$ cat src/hw/ncp_params.svh
// constants of the coprocessor host port: pin commands, reset timing,
// operand burst sizes and the register map of the local Avalon slave.
// assumes inclusion by bare name from the design files.
`ifndef NCP_PARAMS_SVH
`define NCP_PARAMS_SVH

// ****************************************
// pin side
// ****************************************
`define NCP_DATA_W 16
`define NCP_INIT_CYCLES 5'h19
`define NCP_CMD_WORD 2'h0
`define NCP_CMD_DATA 2'h1
`define NCP_CMD_EXC 2'h2
`define NCP_LONG_XFER 3'h5
`define NCP_FIRST_BURST 3'h3
`define NCP_NEXT_BURST 3'h4
`define NCP_SW_ES 4'h7

// ****************************************
// register map: byte offsets, control finish bit and status word reset value
// ****************************************
`define NCP_OFS_STATUS 5'h00
`define NCP_OFS_OPCODE 5'h04
`define NCP_OFS_DATA_IN 5'h08
`define NCP_OFS_DATA_OUT 5'h0c
`define NCP_OFS_STATUS_WORD 5'h10
`define NCP_OFS_CONTROL 5'h14
`define NCP_OFS_EXC_PTR 5'h18
`define NCP_CTL_FINISH 5'h10
`define NCP_SW_RESET 16'h0000

`endif

$ cat src/hw/ncp_pkg.sv
// types shared by the coprocessor host port.
// assumes nothing of its surroundings.
package ncp_pkg;

  typedef enum logic [2:0]
  {
    ncp_init = 3'b001,
    ncp_idle = 3'b010,
    ncp_exec = 3'b100
  } ncp_state_t;

endpackage

$ cat src/hw/ncp_host_port.sv
// coprocessor host port: pin handshake, reset sequence, strobes and selects,
// plus an Avalon-MM slave through which the internal sequencer steers it.
// assumes host pins are asynchronous to clk and the host keeps its own rules.
//
// Overview of operation
// - strap high runs timing on every clock, strap low on every second clock.
// - reset rise abandons all activity and parks the port dormant.
// - after reset falls, internal initialisation runs 25 internal clocks.
// - during reset busy and error are high, request low, data undriven.
// - after reset every output returns to its inactive level.
// - request rises when the sequencer writes a transfer count, may fall after acknowledge.
// - request falls once all operands of the instruction moved.
// - beyond five transfers, request drops after three then every four.
// - request always goes inactive before busy goes inactive.
// - busy low while executing, high throughout the reset sequence.
// - error pin mirrors error summary bit of the status word, low active.
// - error returns inactive only through the listed no-wait instructions; here through any instruction once the status bit is clear.
// - error pin changes level only while busy is active.
// - acknowledge is asynchronous and synchronised inside the port.
// - sixteen-bit data bus, high is one, bit zero least significant.
// - write strobe moves host data in only while both selects active.
// - read strobe drives data out only during a selected read.
// - command 00 opcode or word, bit0 operand data, bit1 write pointers.
// - no transfer at all unless both selects are asserted together.
// - busy asserts as soon as an opcode write is recognised.
`include "ncp_params.svh"
`timescale 1ns/1ps
`default_nettype none

module ncp_host_port
  import ncp_pkg::*;
#(
  parameter int XFER_W = 16
)
(
  // clock and reset
  input wire logic clk,
  input wire logic rst,
  // coprocessor pins
  input wire logic clock_divide_strap,
  input wire logic operand_acknowledge_n,
  input wire logic coproc_read_strobe_n,
  input wire logic coproc_write_strobe_n,
  input wire logic select_active_low_n,
  input wire logic select_active_high,
  input wire logic command_bit_zero,
  input wire logic command_bit_one,
  input wire logic [`NCP_DATA_W-1:0] data_in,
  output logic [`NCP_DATA_W-1:0] data_out,
  output logic data_oe_n,
  output logic operand_request,
  output logic busy_n,
  output logic error_n,
  // avalon-mm slave
  input wire logic [4:0] avs_address,
  input wire logic avs_read,
  input wire logic avs_write,
  input wire logic [31:0] avs_writedata,
  input wire logic [3:0] avs_byteenable,
  output logic [31:0] avs_readdata,
  output logic avs_waitrequest
);

  localparam int PIN_W = 8 + `NCP_DATA_W;
  localparam logic [PIN_W-1:0] PIN_IDLE = {6'h3e, 2'h0, 16'h0000};

  if (XFER_W < 3 || XFER_W > 16)
  begin : g_check
    $error("ncp_host_port: XFER_W must lie in 3..16");
  end

  function automatic logic [2:0] burst_len(input logic [XFER_W-1:0] n, input logic first);
    logic [2:0] len;
    len = n[2:0];
    if (first && n > XFER_W'(`NCP_LONG_XFER))
      len = `NCP_FIRST_BURST;
    else if (!first && n > XFER_W'(`NCP_NEXT_BURST))
      len = `NCP_NEXT_BURST;
    return len;
  endfunction

  function automatic logic [31:0] be_merge(input logic [31:0] old, input logic [31:0] nw, input logic [3:0] be);
    logic [31:0] res;
    res = old;
    for (int i = 0; i < 4; i++)
      if (be[i])
        res[i*8 +: 8] = nw[i*8 +: 8];
    return res;
  endfunction

  // ****************************************
  // pin synchronisers
  // ****************************************
  // three stages; a bit moves only when stages two and three agree
  logic [PIN_W-1:0] s1, s2, s3, flt, prev;
  wire [PIN_W-1:0] pins = {clock_divide_strap, operand_acknowledge_n, coproc_read_strobe_n,
                           coproc_write_strobe_n, select_active_low_n, select_active_high,
                           command_bit_one, command_bit_zero, data_in};

  // left without reset so that the strap has settled by release
  always_ff @(posedge clk)
  begin
    s1 <= pins;
    s2 <= s1;
    s3 <= s2;
    flt <= (s3 & ~(s2 ^ s3)) | (flt & (s2 ^ s3));
  end

  always_ff @(posedge clk or posedge rst)
  begin
    if (rst)
      prev <= PIN_IDLE;
    else
      prev <= flt;
  end

  logic f_strap, f_ack_n, f_rd_n, f_wr_n, f_sel_n, f_sel;
  logic [1:0] f_cmd;
  logic [`NCP_DATA_W-1:0] f_data;
  logic p_strap, p_ack_n, p_rd_n, p_wr_n, p_sel_n, p_sel;
  logic [1:0] p_cmd;
  logic [`NCP_DATA_W-1:0] p_data;
  assign {f_strap, f_ack_n, f_rd_n, f_wr_n, f_sel_n, f_sel, f_cmd, f_data} = flt;
  assign {p_strap, p_ack_n, p_rd_n, p_wr_n, p_sel_n, p_sel, p_cmd, p_data} = prev;

  // ****************************************
  // host cycle decode
  // ****************************************
  ncp_state_t state, next_state;
  logic [XFER_W-1:0] remaining, next_remaining;
  logic [2:0] burst, next_burst;
  logic [4:0] init_cnt;
  logic strap_direct, tick, init_first, finish_pend;
  logic [`NCP_DATA_W-1:0] opcode_reg, data_in_reg, data_out_reg, status_word, exc_ptr;
  logic opcode_new, data_new;

  wire sel_now = ~f_sel_n & f_sel;
  wire sel_prev = ~p_sel_n & p_sel;
  // transfers count on the trailing strobe edge, data from the cycle before
  wire host_wr = sel_prev & ~p_wr_n & f_wr_n;
  wire host_rd_end = sel_prev & ~p_rd_n & f_rd_n;
  wire wr_opcode = host_wr & (p_cmd == `NCP_CMD_WORD) & (state != ncp_init);
  wire wr_data = host_wr & (p_cmd == `NCP_CMD_DATA);
  wire wr_exc = host_wr & (p_cmd == `NCP_CMD_EXC);
  wire rd_data_end = host_rd_end & (p_cmd == `NCP_CMD_DATA);
  wire rd_valid = sel_now & ~f_rd_n & ((f_cmd == `NCP_CMD_WORD) | (f_cmd == `NCP_CMD_DATA));
  wire xfer_done = (wr_data | rd_data_end) & (state == ncp_exec) & (remaining != '0);

  // ****************************************
  // avalon decode
  // ****************************************
  wire av_req = avs_read | avs_write;
  wire av_take = av_req & ~avs_waitrequest;
  wire [4:0] av_ofs = {avs_address[4:2], 2'h0};
  wire av_wr = av_take & avs_write;
  wire av_rd = av_take & avs_read;
  wire wr_ctl = av_wr & (av_ofs == `NCP_OFS_CONTROL);
  wire [31:0] ctl_val = be_merge(32'h0, avs_writedata, avs_byteenable);
  wire [XFER_W-1:0] ctl_count = ctl_val[XFER_W-1:0];
  wire ctl_start = wr_ctl & (ctl_count != '0) & (state == ncp_exec) & (remaining == '0);
  wire ctl_finish = wr_ctl & ctl_val[`NCP_CTL_FINISH];
  wire [31:0] dout_merge = be_merge({16'h0, data_out_reg}, avs_writedata, avs_byteenable);
  wire [31:0] sw_merge = be_merge({16'h0, status_word}, avs_writedata, avs_byteenable);
  wire [31:0] rd_mux =
    (av_ofs == `NCP_OFS_STATUS) ? {{(16-XFER_W){1'b0}}, remaining, 8'h0, strap_direct,
                                   state == ncp_init, ~f_ack_n, data_new, opcode_new,
                                   ~error_n, operand_request, state == ncp_exec} :
    (av_ofs == `NCP_OFS_OPCODE) ? {16'h0, opcode_reg} :
    (av_ofs == `NCP_OFS_DATA_IN) ? {16'h0, data_in_reg} :
    (av_ofs == `NCP_OFS_DATA_OUT) ? {16'h0, data_out_reg} :
    (av_ofs == `NCP_OFS_STATUS_WORD) ? {16'h0, status_word} :
    (av_ofs == `NCP_OFS_EXC_PTR) ? {16'h0, exc_ptr} : 32'h0;

  // ****************************************
  // sequencing
  // ****************************************
  always_comb
  begin
    next_state = state;
    unique case (state)
      ncp_init:
        if (init_cnt == '0)
          next_state = ncp_idle;
      ncp_idle:
        if (wr_opcode)
          next_state = ncp_exec;
      ncp_exec:
        if (finish_pend & ~operand_request & (remaining == '0))
          next_state = ncp_idle;
    endcase
  end

  always_comb
  begin
    next_remaining = remaining;
    next_burst = burst;
    if (ctl_start)
    begin
      next_remaining = ctl_count;
      next_burst = burst_len(ctl_count, 1'b1);
    end
    else if (xfer_done)
    begin
      next_remaining = remaining - XFER_W'(1);
      next_burst = burst - 3'h1;
    end
    else if (burst == '0 && remaining != '0)
      next_burst = burst_len(remaining, 1'b0);
  end

  // a request gap of at least two cycles separates bursts; early drop once the last is acknowledged
  wire next_req = (next_state == ncp_exec) & (next_remaining != '0) & (next_burst != '0)
                  & ~(burst == '0) & ~((next_burst == 3'h1) & ~f_ack_n);

  always_ff @(posedge clk or posedge rst)
  begin
    if (rst)
    begin
      state <= ncp_init;
      init_cnt <= `NCP_INIT_CYCLES;
      init_first <= 1'b1;
      strap_direct <= 1'b1;
      tick <= 1'b0;
    end
    else
    begin
      state <= next_state;
      init_first <= 1'b0;
      if (init_first)
        strap_direct <= f_strap;
      tick <= strap_direct | ~tick;
      if (state == ncp_init && tick && init_cnt != '0)
        init_cnt <= init_cnt - 5'h1;
    end
  end

  always_ff @(posedge clk or posedge rst)
  begin
    if (rst)
    begin
      remaining <= '0;
      burst <= '0;
      finish_pend <= 1'b0;
    end
    else
    begin
      remaining <= next_remaining;
      burst <= next_burst;
      finish_pend <= (state == ncp_exec) & (finish_pend | ctl_finish) & (next_state == ncp_exec);
    end
  end

  // ****************************************
  // pin outputs
  // ****************************************
  always_ff @(posedge clk or posedge rst)
  begin
    if (rst)
    begin
      operand_request <= 1'b0;
      busy_n <= 1'b1;
      error_n <= 1'b1;
      data_oe_n <= 1'b1;
      data_out <= '0;
    end
    else
    begin
      operand_request <= next_req;
      busy_n <= ~(next_state == ncp_exec);
      // error may only move while busy is already low
      if (state == ncp_exec && !busy_n)
        error_n <= ~status_word[`NCP_SW_ES];
      data_oe_n <= ~rd_valid;
      data_out <= (f_cmd == `NCP_CMD_WORD) ? status_word : data_out_reg;
    end
  end

  // ****************************************
  // host and software registers
  // ****************************************
  always_ff @(posedge clk or posedge rst)
  begin
    if (rst)
    begin
      opcode_reg <= '0;
      data_in_reg <= '0;
      exc_ptr <= '0;
      opcode_new <= 1'b0;
      data_new <= 1'b0;
    end
    else
    begin
      if (wr_opcode)
        opcode_reg <= p_data;
      if (wr_data)
        data_in_reg <= p_data;
      if (wr_exc)
        exc_ptr <= p_data;
      // a fresh host write wins over a read that clears the flag
      opcode_new <= wr_opcode | (opcode_new & ~(av_rd & (av_ofs == `NCP_OFS_OPCODE)));
      data_new <= wr_data | (data_new & ~(av_rd & (av_ofs == `NCP_OFS_DATA_IN)));
    end
  end

  always_ff @(posedge clk or posedge rst)
  begin
    if (rst)
    begin
      data_out_reg <= '0;
      status_word <= `NCP_SW_RESET;
    end
    else if (av_wr)
    begin
      if (av_ofs == `NCP_OFS_DATA_OUT)
        data_out_reg <= dout_merge[15:0];
      if (av_ofs == `NCP_OFS_STATUS_WORD)
        status_word <= sw_merge[15:0];
    end
  end

  // one wait state on every access, read data registered in that cycle
  always_ff @(posedge clk or posedge rst)
  begin
    if (rst)
    begin
      avs_waitrequest <= 1'b1;
      avs_readdata <= 32'h0;
    end
    else
    begin
      avs_waitrequest <= ~(av_req & avs_waitrequest);
      if (avs_read & avs_waitrequest)
        avs_readdata <= rd_mux;
    end
  end

endmodule

`default_nettype wire

$ cat config.mk
export PLATFORM = sky130hd
export DESIGN_NAME = ncp_host_port
export DESIGN_NICKNAME = d
export VERILOG_FILES = /design/src/hw/ncp_pkg.sv /design/src/hw/ncp_host_port.sv
export VERILOG_INCLUDE_DIRS = /design/src /design/src/hw
export SDC_FILE = /design/constraint.sdc
export NUM_CORES = 1
export LEC_CHECK = 0
export ABC_AREA = 1
export BUFFER_PORTS_ARGS = -buffer_cell sky130_fd_sc_hd__clkbuf_2
export CORE_UTILIZATION = 45
export DETAILED_ROUTE_END_ITERATION = 10
export PLACE_DENSITY = 0.71
export SETUP_SLACK_MARGIN = 0.1
export SYNTH_ARGS = -nofsm -noshare
export SYNTH_HDL_FRONTEND = slang
export SYNTH_SLANG_ARGS = --single-unit
$ cat constraint.sdc
create_clock -name clk -period 8.2 [get_ports clk]
set_input_delay 0.41 -clock clk [delete_from_list [all_inputs] [get_ports clk]]
set_output_delay 0.41 -clock clk [all_outputs]
set_load 0.03 [all_outputs]
Word-level counts from Yosys, hierarchy flattened:

Cells that the tools add are included.

* memories: 0
* latch bits: 0
* flip-flop bits (word level): 284
* bits in writable memories: 0
* bits of input ports: 69
* bits in read-only memories: 0

* multiply operators: 0
* eq/ne operators: 15
* add/subtract/negate cells: 3
* magnitude comparators: 2
* reductions and logical operators: 20
* bitwise logic cells: 68
* mux-type cells: 21
* shift-type cells: 0
* divide/modulo/power cells: 0

Operators by type and width (number)
* $mux W16: 8
* $and A24 B24 Y24: 2
* $reduce_bool A16 Y1: 3
* $and A1 B1 Y1: 38
* $gt A16 B3 Y1 const B: 2
* $mux W32: 1
* $mux W3: 8
* $not A24 Y24: 1
* $or A24 B24 Y24: 1
* $xor A24 B24 Y24: 1
* $not A1 Y1: 18
* $logic_not A16 Y1: 1
* $mux W8: 2
* $sub A16 B1 Y16 const B: 1
* $eq A3 B3 Y1 const B: 5
* $reduce_and A3 Y1: 4
* $logic_not A5 Y1: 2
* $eq A3 B1 Y1 const B: 3
* $eq A3 B2 Y1 const B: 3
* $pmux W3 S3: 1
* $or A1 B1 Y1: 7
* $reduce_bool A5 Y1: 1
* $sub A5 B1 Y5 const B: 1
* $eq A2 B1 Y1 const B: 2
* 9 further kinds: 13

Depth between registers and ports, before layout:

Gate-level depths: netlist of run 1.

* word-level depth: 15
* depth in mapped cells: 16
* depth with buffers taken out: 16

Least setup slack after synthesis of run 1:

No wires, ideal clock.

* kind: reg-to-reg
* from: register remaining[0]
* to: register operand_request
* buffers on the path: 1
* setup slack: 6.341 ns
* setup time: 0.115 ns
* cell stages (with the launch flop): 17
* period minus slack after synthesis: 1.859 ns
* data arrival time: 1.744 ns
* path through: dfrtp_1 inv_1 ha_1 nand2_2 nor2_4 nand2_4 nand2_4 inv_2 buf_6 nand2_1 nand2_1 nor2_1 nand2_1 nor2_1 nand2_1 nor2_1 nor2_1

* word-level cells in the longest chain between the ends: 9

Ends and longest elaborated chain
* from (decl): line ncp_host_port.sv:130 `logic [XFER_W-1:0] remaining, next_remaining;`
* from (signal assigned): line ncp_host_port.sv:247 `remaining <= next_remaining;`
* branches (longest 8 deep; another with $sub A16 B1 Y16)
* $and A1 B1 Y1 (*): line ncp_host_port.sv:213 `& ~(burst == '0) & ~((next_burst == 3'h1) & ~f_ack_n);`
* net next_req: line ncp_host_port.sv:212 `wire next_req = (next_state == ncp_exec) & (next_remaining != '0) & (next_burst != '0)`
* to (signal assigned): line ncp_host_port.sv:268 `operand_request <= next_req;`
* to (decl): line ncp_host_port.sv:51 `output logic operand_request,`

Mark *: on every way through the listed nets, which the timed path passes.
A chain may end at the register's enable or synchronous reset.

Worst setup path in the final report of run 1:

* from: register avs_waitrequest
* to: register avs_readdata[7]

* word-level cells in the longest chain between the ends: 1

Ends and longest elaborated chain
* from (decl): line ncp_host_port.sv:61 `output logic avs_waitrequest`
* from (signal assigned): line ncp_host_port.sv:331 `avs_waitrequest <= ~(av_req & avs_waitrequest);`
* $and A1 B1 Y1: line ncp_host_port.sv:332 `if (avs_read & avs_waitrequest)`
* to (signal assigned): line ncp_host_port.sv:333 `avs_readdata <= rd_mux;`
* to (decl): line ncp_host_port.sv:60 `output logic [31:0] avs_readdata,`

Every way passes these cells.

==> impl_metrics.yaml, run 1 <==
status:
  status: "complete, no violations"
synth:
  ys_async_sr_fraction_pct: 66.2
  synth-main-ff-cell: "dfrtp_1"
  yosysWarnings: 0
  ys_seq_elements: 284
  synth_edf_count: 24
  yosysSeqAreaShare_pct: 62.4
  synth_area_per_cell_um2: 9.62
  syn-num-nets: 1221
  syn_area_um2: 11000
  synthCells: 1147
  synth.distinct_cells: 46
sta:
  post-route-period-util_pct: 29.5
  worst_slew_pin_slew_ns: 1.02
  setup_viol: 0
  setup_slack_ns: 5.78
  slew_violations: 0
  slew_headroom_pct: 32.0
  rsz0062_at_grt: "no"
  tns_ns: 0
  finalClockSkew_ns: 0.0101
  period_minus_slack_ns: 2.42
  fmax_mhz: 414
  finalHoldViolCount: 0
detailed_routing:
  ant_nets: 0
  drt_pre_antenna_iters: 5
  vias_per_cell: 4.94
  drc: 0
  wl_per_cell_um: 14.4
  initialDrtViolationCount: 592
  routed-via-count: 7999
  wl_um: 23400
cts:
  cts_tree: "yes"
  clkTransAtPathRegs_ns: 0.06
  cts_sinks: 284
  cts_resized: 0
  cts_setup_buffers: 0
  hold_buffers: 24
  htree_levels: 1
  worstSkewPairLatency_ns: 0.55
  root_buffer: "clkbuf_16"
  cts_buffer_depth: 3
  cts_buffers: 29
setup_path:
  worstPathArrival_ns: 2.83
  path_class: "flop to flop"
  crit_path_end_kind: "flop"
  cp-start-kind: "flop"
  path_max_fanout: 41
  cp.required_ns: 8.62
  startpoint: "avs_waitrequest$_DFF_PP1_"
  reg2reg_from: "avs_waitrequest$_DFF_PP1_"
power:
  total_power_w: 0.00340
  power_per_cell_area_nw_per_um2: 261
  vdd_drop_max_mv: 0.155
  p_leak_nw: 6.27
placed_design:
  placed_area_um2: 11800
  pre_cts_ws_ns: 5.82
  place.gp.congestion: 0.885
  hpwl_um: 16200
  io_buffer_count: 103
job:
  maxCapViolCount: 0
final_layout:
  drive_gt1_share_pct: 16.0
  area_growth_pct: 18.3
  nets: 1349
  fin_area_um2: 13100
  fillers: 2094
  final_util_pct: 55.0
global_routing:
  grt_pass1_vias: 7392
  grt_max_degree: 112
  track_usage_pct: 19.1
  grt_pass1_wl_um: 37200
  antenna_found_initial: 2
  overflow: 0
die:
  ioPinCount: 122
  initial_core_util_pct: 46.5
  fp.dieArea_um2: 25200
  core_um2: 23800
  die_w_um: 159
  rows: 56
  dieHeight_um: 159
worst_hold_path:
  hold_path_class: "input port to flop"
  min_from: "avs_write"
-- worst max-delay path: stages, from the launching register on --
cell,delay [ns]
dfstp_2,0.55
nand2_1,0.05
buf_4,0.26
inv_1,0.66
nand2_1,0.42
a21oi_1,0.24
a31oi_1,0.10
-- Yosys cell counts, types with 8 or more instances --
cell type | number | area [um2]
nand2_1 | 306 | 1150
dfrtp_1 | 175 | 4380
o21ai_0 | 133 | 666
inv_1 | 124 | 465
dfxtp_1 | 72 | 1440
nor2_1 | 68 | 255
nand3_1 | 37 | 185
clkbuf_1 | 27 | 101
xnor2_1 | 26 | 228
edfxtp_1 | 24 | 721
dfstp_2 | 13 | 342
nand4_1 | 13 | 81.3
a21oi_1 | 12 | 60.1
nand3b_1 | 8 | 60.1
nor2_4 | 8 | 90.1
o21ai_1 | 8 | 40.0
-- stage by stage --
stage                     instances  hold WS, ns
after global placement         1539        0.310
after CTS                      1617       0.0274
after global routing           1617       0.0308
after floorplan                1147        0.310
after detailed placement       1539        0.312
final                          1619       0.0415
-- logic make-up after synthesis --
kind of cell    count (synthesis)  share of synthesized area (%)
compound gates                190                           9.48
xor+xnor                       30                           2.38
fa+ha+maj                       5                          0.567
buf+inv                       166                           6.01
flops                         284                           62.4
mux                             6                          0.612
other cells                     1                         0.0340
simple gates                  465                           18.5
-- layout by cell type (no fill, tap or decap), drive strengths merged, types with 2 or more instances in the layout --
cell type	n
bufinv	4
nor4	2
dfstp	13
o21ai	141
clkbuf	139
mux2	6
ha	5
nand3b	8
o211ai	2
nand3	38
o31ai	5
o2111ai	6
a221oi	6
nand2	316
nor2	82
nand4	13
diode	2
a31oi	5
o22ai	6
nor3	4
xor2	4
dfrtp	175
dlygate4sd3	24
edfxtp	24
xnor2	26
a21oi	12
inv	129
dfxtp	72
buf	6
clkinv	14
a21boi	4
-- metal layers --
layer  vias up  wire [um]  track usage, %  part of all wire, %
met5         -         17               0                0.073
met4         2        814            7.65                  3.5
met3        59       1430            3.59                  6.1
met2       227      11100            32.1                   48
met1      3758       9960            24.2                   43
li1       3953          -               -                    -
-- report_power, final --
group	internal [W]	switching [W]	leakage [nW]
Clock	0.000809	0.000534	0.491
Combinational	0.000126	0.000243	2.58
Sequential	0.00159	0.0000997	3.20
-- final cells by class --
| type | count | area [um2] | share of cell area, % |
|---|---|---|---|
| clock inverter | 18 | 196 | 1.50 |
| inverter | 130 | 494 | 3.78 |
| multi-input combinational | 697 | 3490 | 26.7 |
| timing repair buffer | 133 | 801 | 6.13 |
| sequential | 284 | 6880 | 52.7 |
| antenna | 2 | 5.00 | 0.0383 |
| clock buffer | 36 | 792 | 6.06 |
| tap | 319 | 399 | 3.06 |
-- final timing paths --
path,end,slack (ns),depth (start not counted)
min in group asynchronous,avs_readdata[16]$_DFFE_PP0P_,0.08,2
max,avs_readdata[7]$_DFFE_PP0P_,5.78,6
min,avs_waitrequest$_DFF_PP1_,0.04,2
max reg2reg,avs_readdata[7]$_DFFE_PP0P_,5.78,6
max in group asynchronous,opcode_reg[3]$_DFFE_PP0P_,6.61,3
min reg2reg,s2[5]$_DFF_P_,0.33,0
(Power assumes the default switching activity.)
==> inputs of run 2 (changes only) <==
--- a/config.mk
+++ b/config.mk
@@ -10,7 +10,7 @@
 export BUFFER_PORTS_ARGS = -buffer_cell sky130_fd_sc_hd__clkbuf_2
 export CORE_UTILIZATION = 45
 export DETAILED_ROUTE_END_ITERATION = 10
-export PLACE_DENSITY = 0.71
+export PLACE_DENSITY = 0.73
 export SETUP_SLACK_MARGIN = 0.1
 export SYNTH_ARGS = -nofsm -noshare
 export SYNTH_HDL_FRONTEND = slang
==> constraint.sdc (replaced) <==
create_clock -name clk -period 2.05 [get_ports clk]
set_input_delay 0.1025 -clock clk [delete_from_list [all_inputs] [get_ports clk]]
set_output_delay 0.1025 -clock clk [all_outputs]
set_load 0.03 [all_outputs]
==> run 2 against run 1 <==
Non-clock buffer count up 68. Global-route usage up 0.95 points. Maximum frequency up 27%. Worst setup slack worse by 5.6 ns.
==> impl_metrics.yaml, run 2 (synthesized netlist as in run 1, its figures left out) <==
setup_path:
  crit_path_top_delay_cell: "dfrtp_2"
  cp_slowest_stage_delay_ns: 0.46
  cp.required_ns: 2.53
  crit_chain: "nor2_4 -> nand2_4 -> nor3_1 -> buf_4 -> nand3_1 -> nand2_1 -> nand3_1 -> nand2_1 -> nand3_1 -> nand3_1 -> nand2_1 -> nor2_1"
  path_delay_family: "simple AND/OR/NAND/NOR gates"
  path_class: "flop to flop"
  cp-start-kind: "flop"
  critPathMostFrequentCell: "nand3_1"
  crit_path_end_kind: "flop"
  worstPathArrival_ns: 2.38
  crit_buf_inv: 1
  path_max_fanout: 5
status:
  status: "complete, no violations"
sta:
  finalHoldViolCount: 0
  finalClockSkew_ns: 0.0158
  slew_violations: 0
  rsz0062_at_grt: "yes"
  setup_viol: 0
  slew_headroom_pct: 63.5
  tns_ns: 0
  post-route-period-util_pct: 92.8
  period_minus_slack_ns: 1.90
  worst_slew_pin_slew_ns: 0.548
  fmax_mhz: 526
global_routing:
  grt_pass1_wl_um: 39100
  grt_max_degree: 100
  grt_pass1_vias: 7804
  track_usage_pct: 20.0
  antenna_found_initial: 0
  overflow: 0
detailed_routing:
  top_layer: "met4"
  wl_met1_um: 10400
  initialDrtViolationCount: 508
  wl_met3_um: 1650
  vias_per_cell: 4.85
  drt_pre_antenna_iters: 5
  routed-via-count: 8181
  wl_per_cell_um: 14.4
  wl_met2_um: 11700
  drc: 0
  wl_um: 24300
  ant_nets: 0
die:
  core_um2: 23800
  ioPinCount: 122
  rows: 56
  fp.dieArea_um2: 25200
  initial_core_util_pct: 46.5
  die_w_um: 159
  dieHeight_um: 159
final_layout:
  nets: 1418
  layout_commonest_cell: "nand2_1"
  area_growth_pct: 24.5
  final_cells: 1688
  seq_area_um2: 6890
  layout_common_cells: "nand2_1, dfrtp_1, o21ai_0"
  fillers: 2019
  multi_input_area_um2: 3570
  drive_gt1_share_pct: 20.7
placed_design:
  dp_cells: 1581
  io_buffer_count: 103
  place.gp.congestion: 0.918
  hpwl_um: 17100
cts:
  worstSkewPairLatency_ns: 0.55
  cts_tree: "yes"
  root_buffer: "clkbuf_16"
  cts_buffers: 30
  clkTransAtPathRegs_ns: 0.06
  cts_sinks: 284
  htree_levels: 1
  cts_buffer_depth: 3
power:
  vdd_drop_max_mv: 0.622
  total_power_w: 0.0135
  p_switching_w: 0.00358
  internal_power_w: 0.00995
  p_sw_share_pct: 26.5
  pwr-share-clk_pct: 38.6
  power_per_cell_area_nw_per_um2: 985
  combPwrFrac_pct: 11.5
  p_seq_share_pct: 49.9
  p_leak_nw: 6.56
job:
  maxCapViolCount: 0
worst_hold_path:
  hold_path_class: "input port to flop"
==> run 2: changes by cell type in the layout (fill, tap and decap cells not counted), moves of 3 or more <==
cell	change
buf_4	+41
dlygate4sd3_1	+23
nor2_1	-12
nor2_2	+9
clkinvlp_4	+5
dfrtp_1	-5
dfrtp_2	+5
inv_1	-5
inv_2	+4
nand2_1	-4
nand2_2	+4
buf_12	+3
nor2_4	+3
==> run 2: power groups by stage <==
stage / Combinational [W] / Sequential [W] / Clock [W]
2_1_floorplan: 0.000726 / 0.00704 / 0
3_3_place_gp: 0.00145 / 0.00682 / 0
3_5_place_dp: 0.00149 / 0.00684 / 0
4_1_cts: 0.00156 / 0.00674 / 0.00534
5_1_grt: 0.00174 / 0.00683 / 0.00561
6_report: 0.00155 / 0.00675 / 0.00523
==> run 2: timing repair <==
action | in CTS | in global routing
pin swaps | 1 | 11
endpoints found under the hold margin | 256 | 0
hold buffers | 47 | 0
gates cloned | 0 | 0
gates resized for setup | 7 | 28
endpoints found under the setup margin | 1 | 2
buffers inserted | 0 | 3
==> run 2: worst paths after layout <==
kind	start	endpoint	slack (ns)	cells after the start
max in group asynchronous	rst	busy_n$_DFF_PP1_	1.33	4
min in group asynchronous	rst	avs_readdata[31]$_DFFE_PP0P_	0.23	4
worst min register to register	s1[7]$_DFF_P_	s2[7]$_DFF_P_	0.33	0
worst min-delay path	avs_byteenable[0]	remaining[7]$_DFF_PP0_	0.03	5
worst max register to register	remaining[8]$_DFF_PP0_	operand_request$_DFF_PP0_	0.15	12
worst max-delay path	remaining[8]$_DFF_PP0_	operand_request$_DFF_PP0_	0.15	12
==> run 2: final cells by class <==
cell class              instances  area share, %
well taps                     319           2.91
clock inverters                20           1.30
repair buffers                201           10.3
diodes                          1         0.0182
clock buffers                  36           5.77
flip-flops and latches        284           50.2
inverters                     130           3.61
multi-input cells             697           26.0
==> run 2: metal layers <==
layer	global-route usage (%)	vias up
li1	-	4091
met1	25.9	3791
met2	33.5	255
met3	4.08	44
met4	6.82	0
met5	0	-
==> run 2: tightest hold or removal path, stage by stage <==
cell and delay (ns):
clkbuf_2 0.15, nand2_1 0.11, nand2_1 0.06, nand2_1 0.08
inv_1 0.04
==> run 2: per-stage QoR <==
| step | area (um2) | utilization, % | worst slack [ns] | hold slack [ns] |
|---|---|---|---|---|
| after floorplan | 11000 | - | -0.462 | 0.130 |
| after global placement | 12200 | 51.3 | 0.103 | 0.205 |
| after detailed placement | 12200 | 51.3 | 0.0606 | 0.206 |
| after CTS | 13600 | 57.4 | 0.100 | 0.0171 |
| after global routing | 13700 | 57.8 | 0.0302 | 0.0636 |
| final | 13700 | 57.8 | 0.149 | 0.0270 |
==> inputs of run 3 (changes only) <==
--- a/config.mk
+++ b/config.mk
@@ -7,10 +7,10 @@
 export NUM_CORES = 1
 export LEC_CHECK = 0
 export ABC_AREA = 1
-export BUFFER_PORTS_ARGS = -buffer_cell sky130_fd_sc_hd__clkbuf_2
 export CORE_UTILIZATION = 45
 export DETAILED_ROUTE_END_ITERATION = 10
-export PLACE_DENSITY = 0.73
+export DONT_BUFFER_PORTS = 1
+export PLACE_DENSITY = 0.69
 export SETUP_SLACK_MARGIN = 0.1
 export SYNTH_ARGS = -nofsm -noshare
 export SYNTH_HDL_FRONTEND = slang
==> constraint.sdc (replaced) <==
create_clock -name clk -period 2.05 [get_ports clk]
set_input_delay 0.1025 -clock clk [delete_from_list [all_inputs] [get_ports clk]]
set_output_delay 0.1025 -clock clk [all_outputs]
set_load 0.02 [all_outputs]
==> run 3 against run 2 <==
Maximum frequency grew 1.0%. Power grew 5.3%. Non-clock buffer count fell by 99. Clock-buffer cell count up 1. Global-route usage increased by 0.080 points. Critical path type unchanged. Largest power group unchanged. Highest routed layer unchanged.
==> impl_metrics.yaml, run 3 (synthesized netlist as in run 1, its figures left out) <==
cts:
  htree_levels: 1
  worstSkewPairLatency_ns: 0.57
  cts_buffer_depth: 3
  clkTransAtPathRegs_ns: 0.06
  root_buffer: "clkbuf_16"
  cts_sinks: 284
  cts_tree: "yes"
  cts_buffers: 31
final_layout:
  area_growth_pct: 23.0
  fillers: 2003
  layout_common_cells: "nand2_1, dfrtp_1, o21ai_0"
  drive_gt1_share_pct: 15.7
  nets: 1320
  final_cells: 1591
  final_util_pct: 57.1
  layout_commonest_cell: "nand2_1"
power:
  p_leak_nw: 6.23
  power_per_cell_area_nw_per_um2: 1050
  vdd_drop_max_mv: 0.790
sta:
  setup_viol: 0
  fin_hold_ws_ns: 0.0309
  finalClockSkew_ns: 0.0105
  setup_slack_ns: 0.168
  slew_violations: 0
  tns_ns: 0
  slew_headroom_pct: 47.7
  rsz0062_at_grt: "yes"
  post-route-period-util_pct: 91.8
  finalHoldViolCount: 0
  fmax_mhz: 531
  period_minus_slack_ns: 1.88
  worst_slew_pin_slew_ns: 0.782
setup_path:
  crit_path_top_delay_cell: "dfstp_2"
  crit_path_end_kind: "flop"
  cp.required_ns: 2.51
  worstPathArrival_ns: 2.34
  path_max_fanout: 10
  critPathMostFrequentCell: "nor2_1"
  crit_chain: "nor2_4 -> buf_4 -> nand2_1 -> nor2_4 -> nand2_4 -> buf_6 -> nor2_1 -> nor2_1 -> nand2_1 -> nor2_1 -> nand2_1 -> nor2_1 -> nor2_1"
  path_class: "flop to flop"
  cp-start-kind: "flop"
  cp_slowest_stage_delay_ns: 0.60
detailed_routing:
  drc: 0
  initialDrtViolationCount: 568
  vias_per_cell: 4.94
  routed-via-count: 7860
  drt_pre_antenna_iters: 5
  wl_um: 24700
  wl_per_cell_um: 15.5
  ant_nets: 0
global_routing:
  overflow: 0
  grt_pass1_wl_um: 39300
  antenna_found_initial: 1
  track_usage_pct: 20.1
  grt_pass1_vias: 7681
  grt_max_degree: 55
job:
  maxCapViolCount: 0
die:
  die_w_um: 159
  dieHeight_um: 159
  rows: 56
  core_um2: 23800
  ioPinCount: 122
  initial_core_util_pct: 46.5
  fp.dieArea_um2: 25200
placed_design:
  dp_cells: 1468
  io_buffer_count: 0
  pre_cts_ws_ns: 0.0272
  hpwl_um: 16900
  place.gp.congestion: 0.887
worst_hold_path:
  hold_path_class: "input port to flop"
status:
  status: "complete, no violations"
==> run 3: cell types whose count changed in the layout (fill, tap and decap cells not counted), sizes merged <==
cell / previous run / this run
dlygate4sd3: 47 / 52
bufinv: 2 / 8
clkbuf: 139 / 38
buf: 51 / 49
clkinv: 14 / 10
clkinvlp: 6 / 5
==> run 3: final timing paths <==
check / depth (start not counted) / startpoint / end / slack [ns]
worst max register to register: 13 / state[0]$_DFF_PP1_ / operand_request$_DFF_PP0_ / 0.17
worst max-delay path: 13 / state[0]$_DFF_PP1_ / operand_request$_DFF_PP0_ / 0.17
max in group asynchronous: 3 / rst / data_oe_n$_DFF_PP1_ / 1.09
worst min register to register: 0 / s1[9]$_DFF_P_ / s2[9]$_DFF_P_ / 0.31
min in group asynchronous: 2 / rst / remaining[11]$_DFF_PP0_ / 0.17
worst min-delay path: 5 / avs_address[2] / avs_readdata[4]$_DFFE_PP0P_ / 0.03
==> run 3: timing repair <==
action,4_1_cts,5_1_grt
gates cloned,0,1
buffers inserted,4,7
pin swaps,2,24
hold buffers,52,0
resized for setup,7,57
endpoints found under the setup margin,1,9
endpoints found under the hold margin,122,0
==> run 3: metrics by stage <==
stage / area (um2) / total power, W
4_1_cts: 13300 / 0.0144
3_5_place_dp: 11600 / 0.00803
2_1_floorplan: 11000 / 0.00766
6_report: 13600 / 0.0143
5_1_grt: 13600 / 0.0149
3_3_place_gp: 11600 / 0.00797
==> run 3: where the power goes <==
group	switching, W	leakage (nW)	internal, W
Combinational	0.000620	2.48	0.000438
Sequential	0.000615	3.19	0.00637
Clock	0.00230	0.563	0.00391
Total	0.00354	6.23	0.0107
==> run 3: area by class of cell <==
cell class                      instances  area, um2  area share, %
Sequential cell                       284       6890           50.8
Multi-Input combinational cell        697       3630           26.8
Timing Repair Buffer                  102        970           7.15
Clock buffer                           37        828           6.11
Inverter                              130        505           3.73
Tap cell                              319        399           2.94
Clock inverter                         21        339           2.50
Antenna cell                            1       2.50         0.0184
==> run 3: metal layers <==
metal	GRT usage [%]	wire (um)	share of wire, %	vias up
li1	-	-	-	3882
met1	25.7	10600	43	3717
met2	34.2	12000	49	213
met3	3.95	1400	5.7	48
met4	6.46	689	2.8	0
met5	0	0	0	-
==> run 3: critical path: cells and delay by family, from the launching register on <==
family        cells  cell delay, ns
buf+inv           2            0.29
simple gates     11            0.88
flops             1            0.60
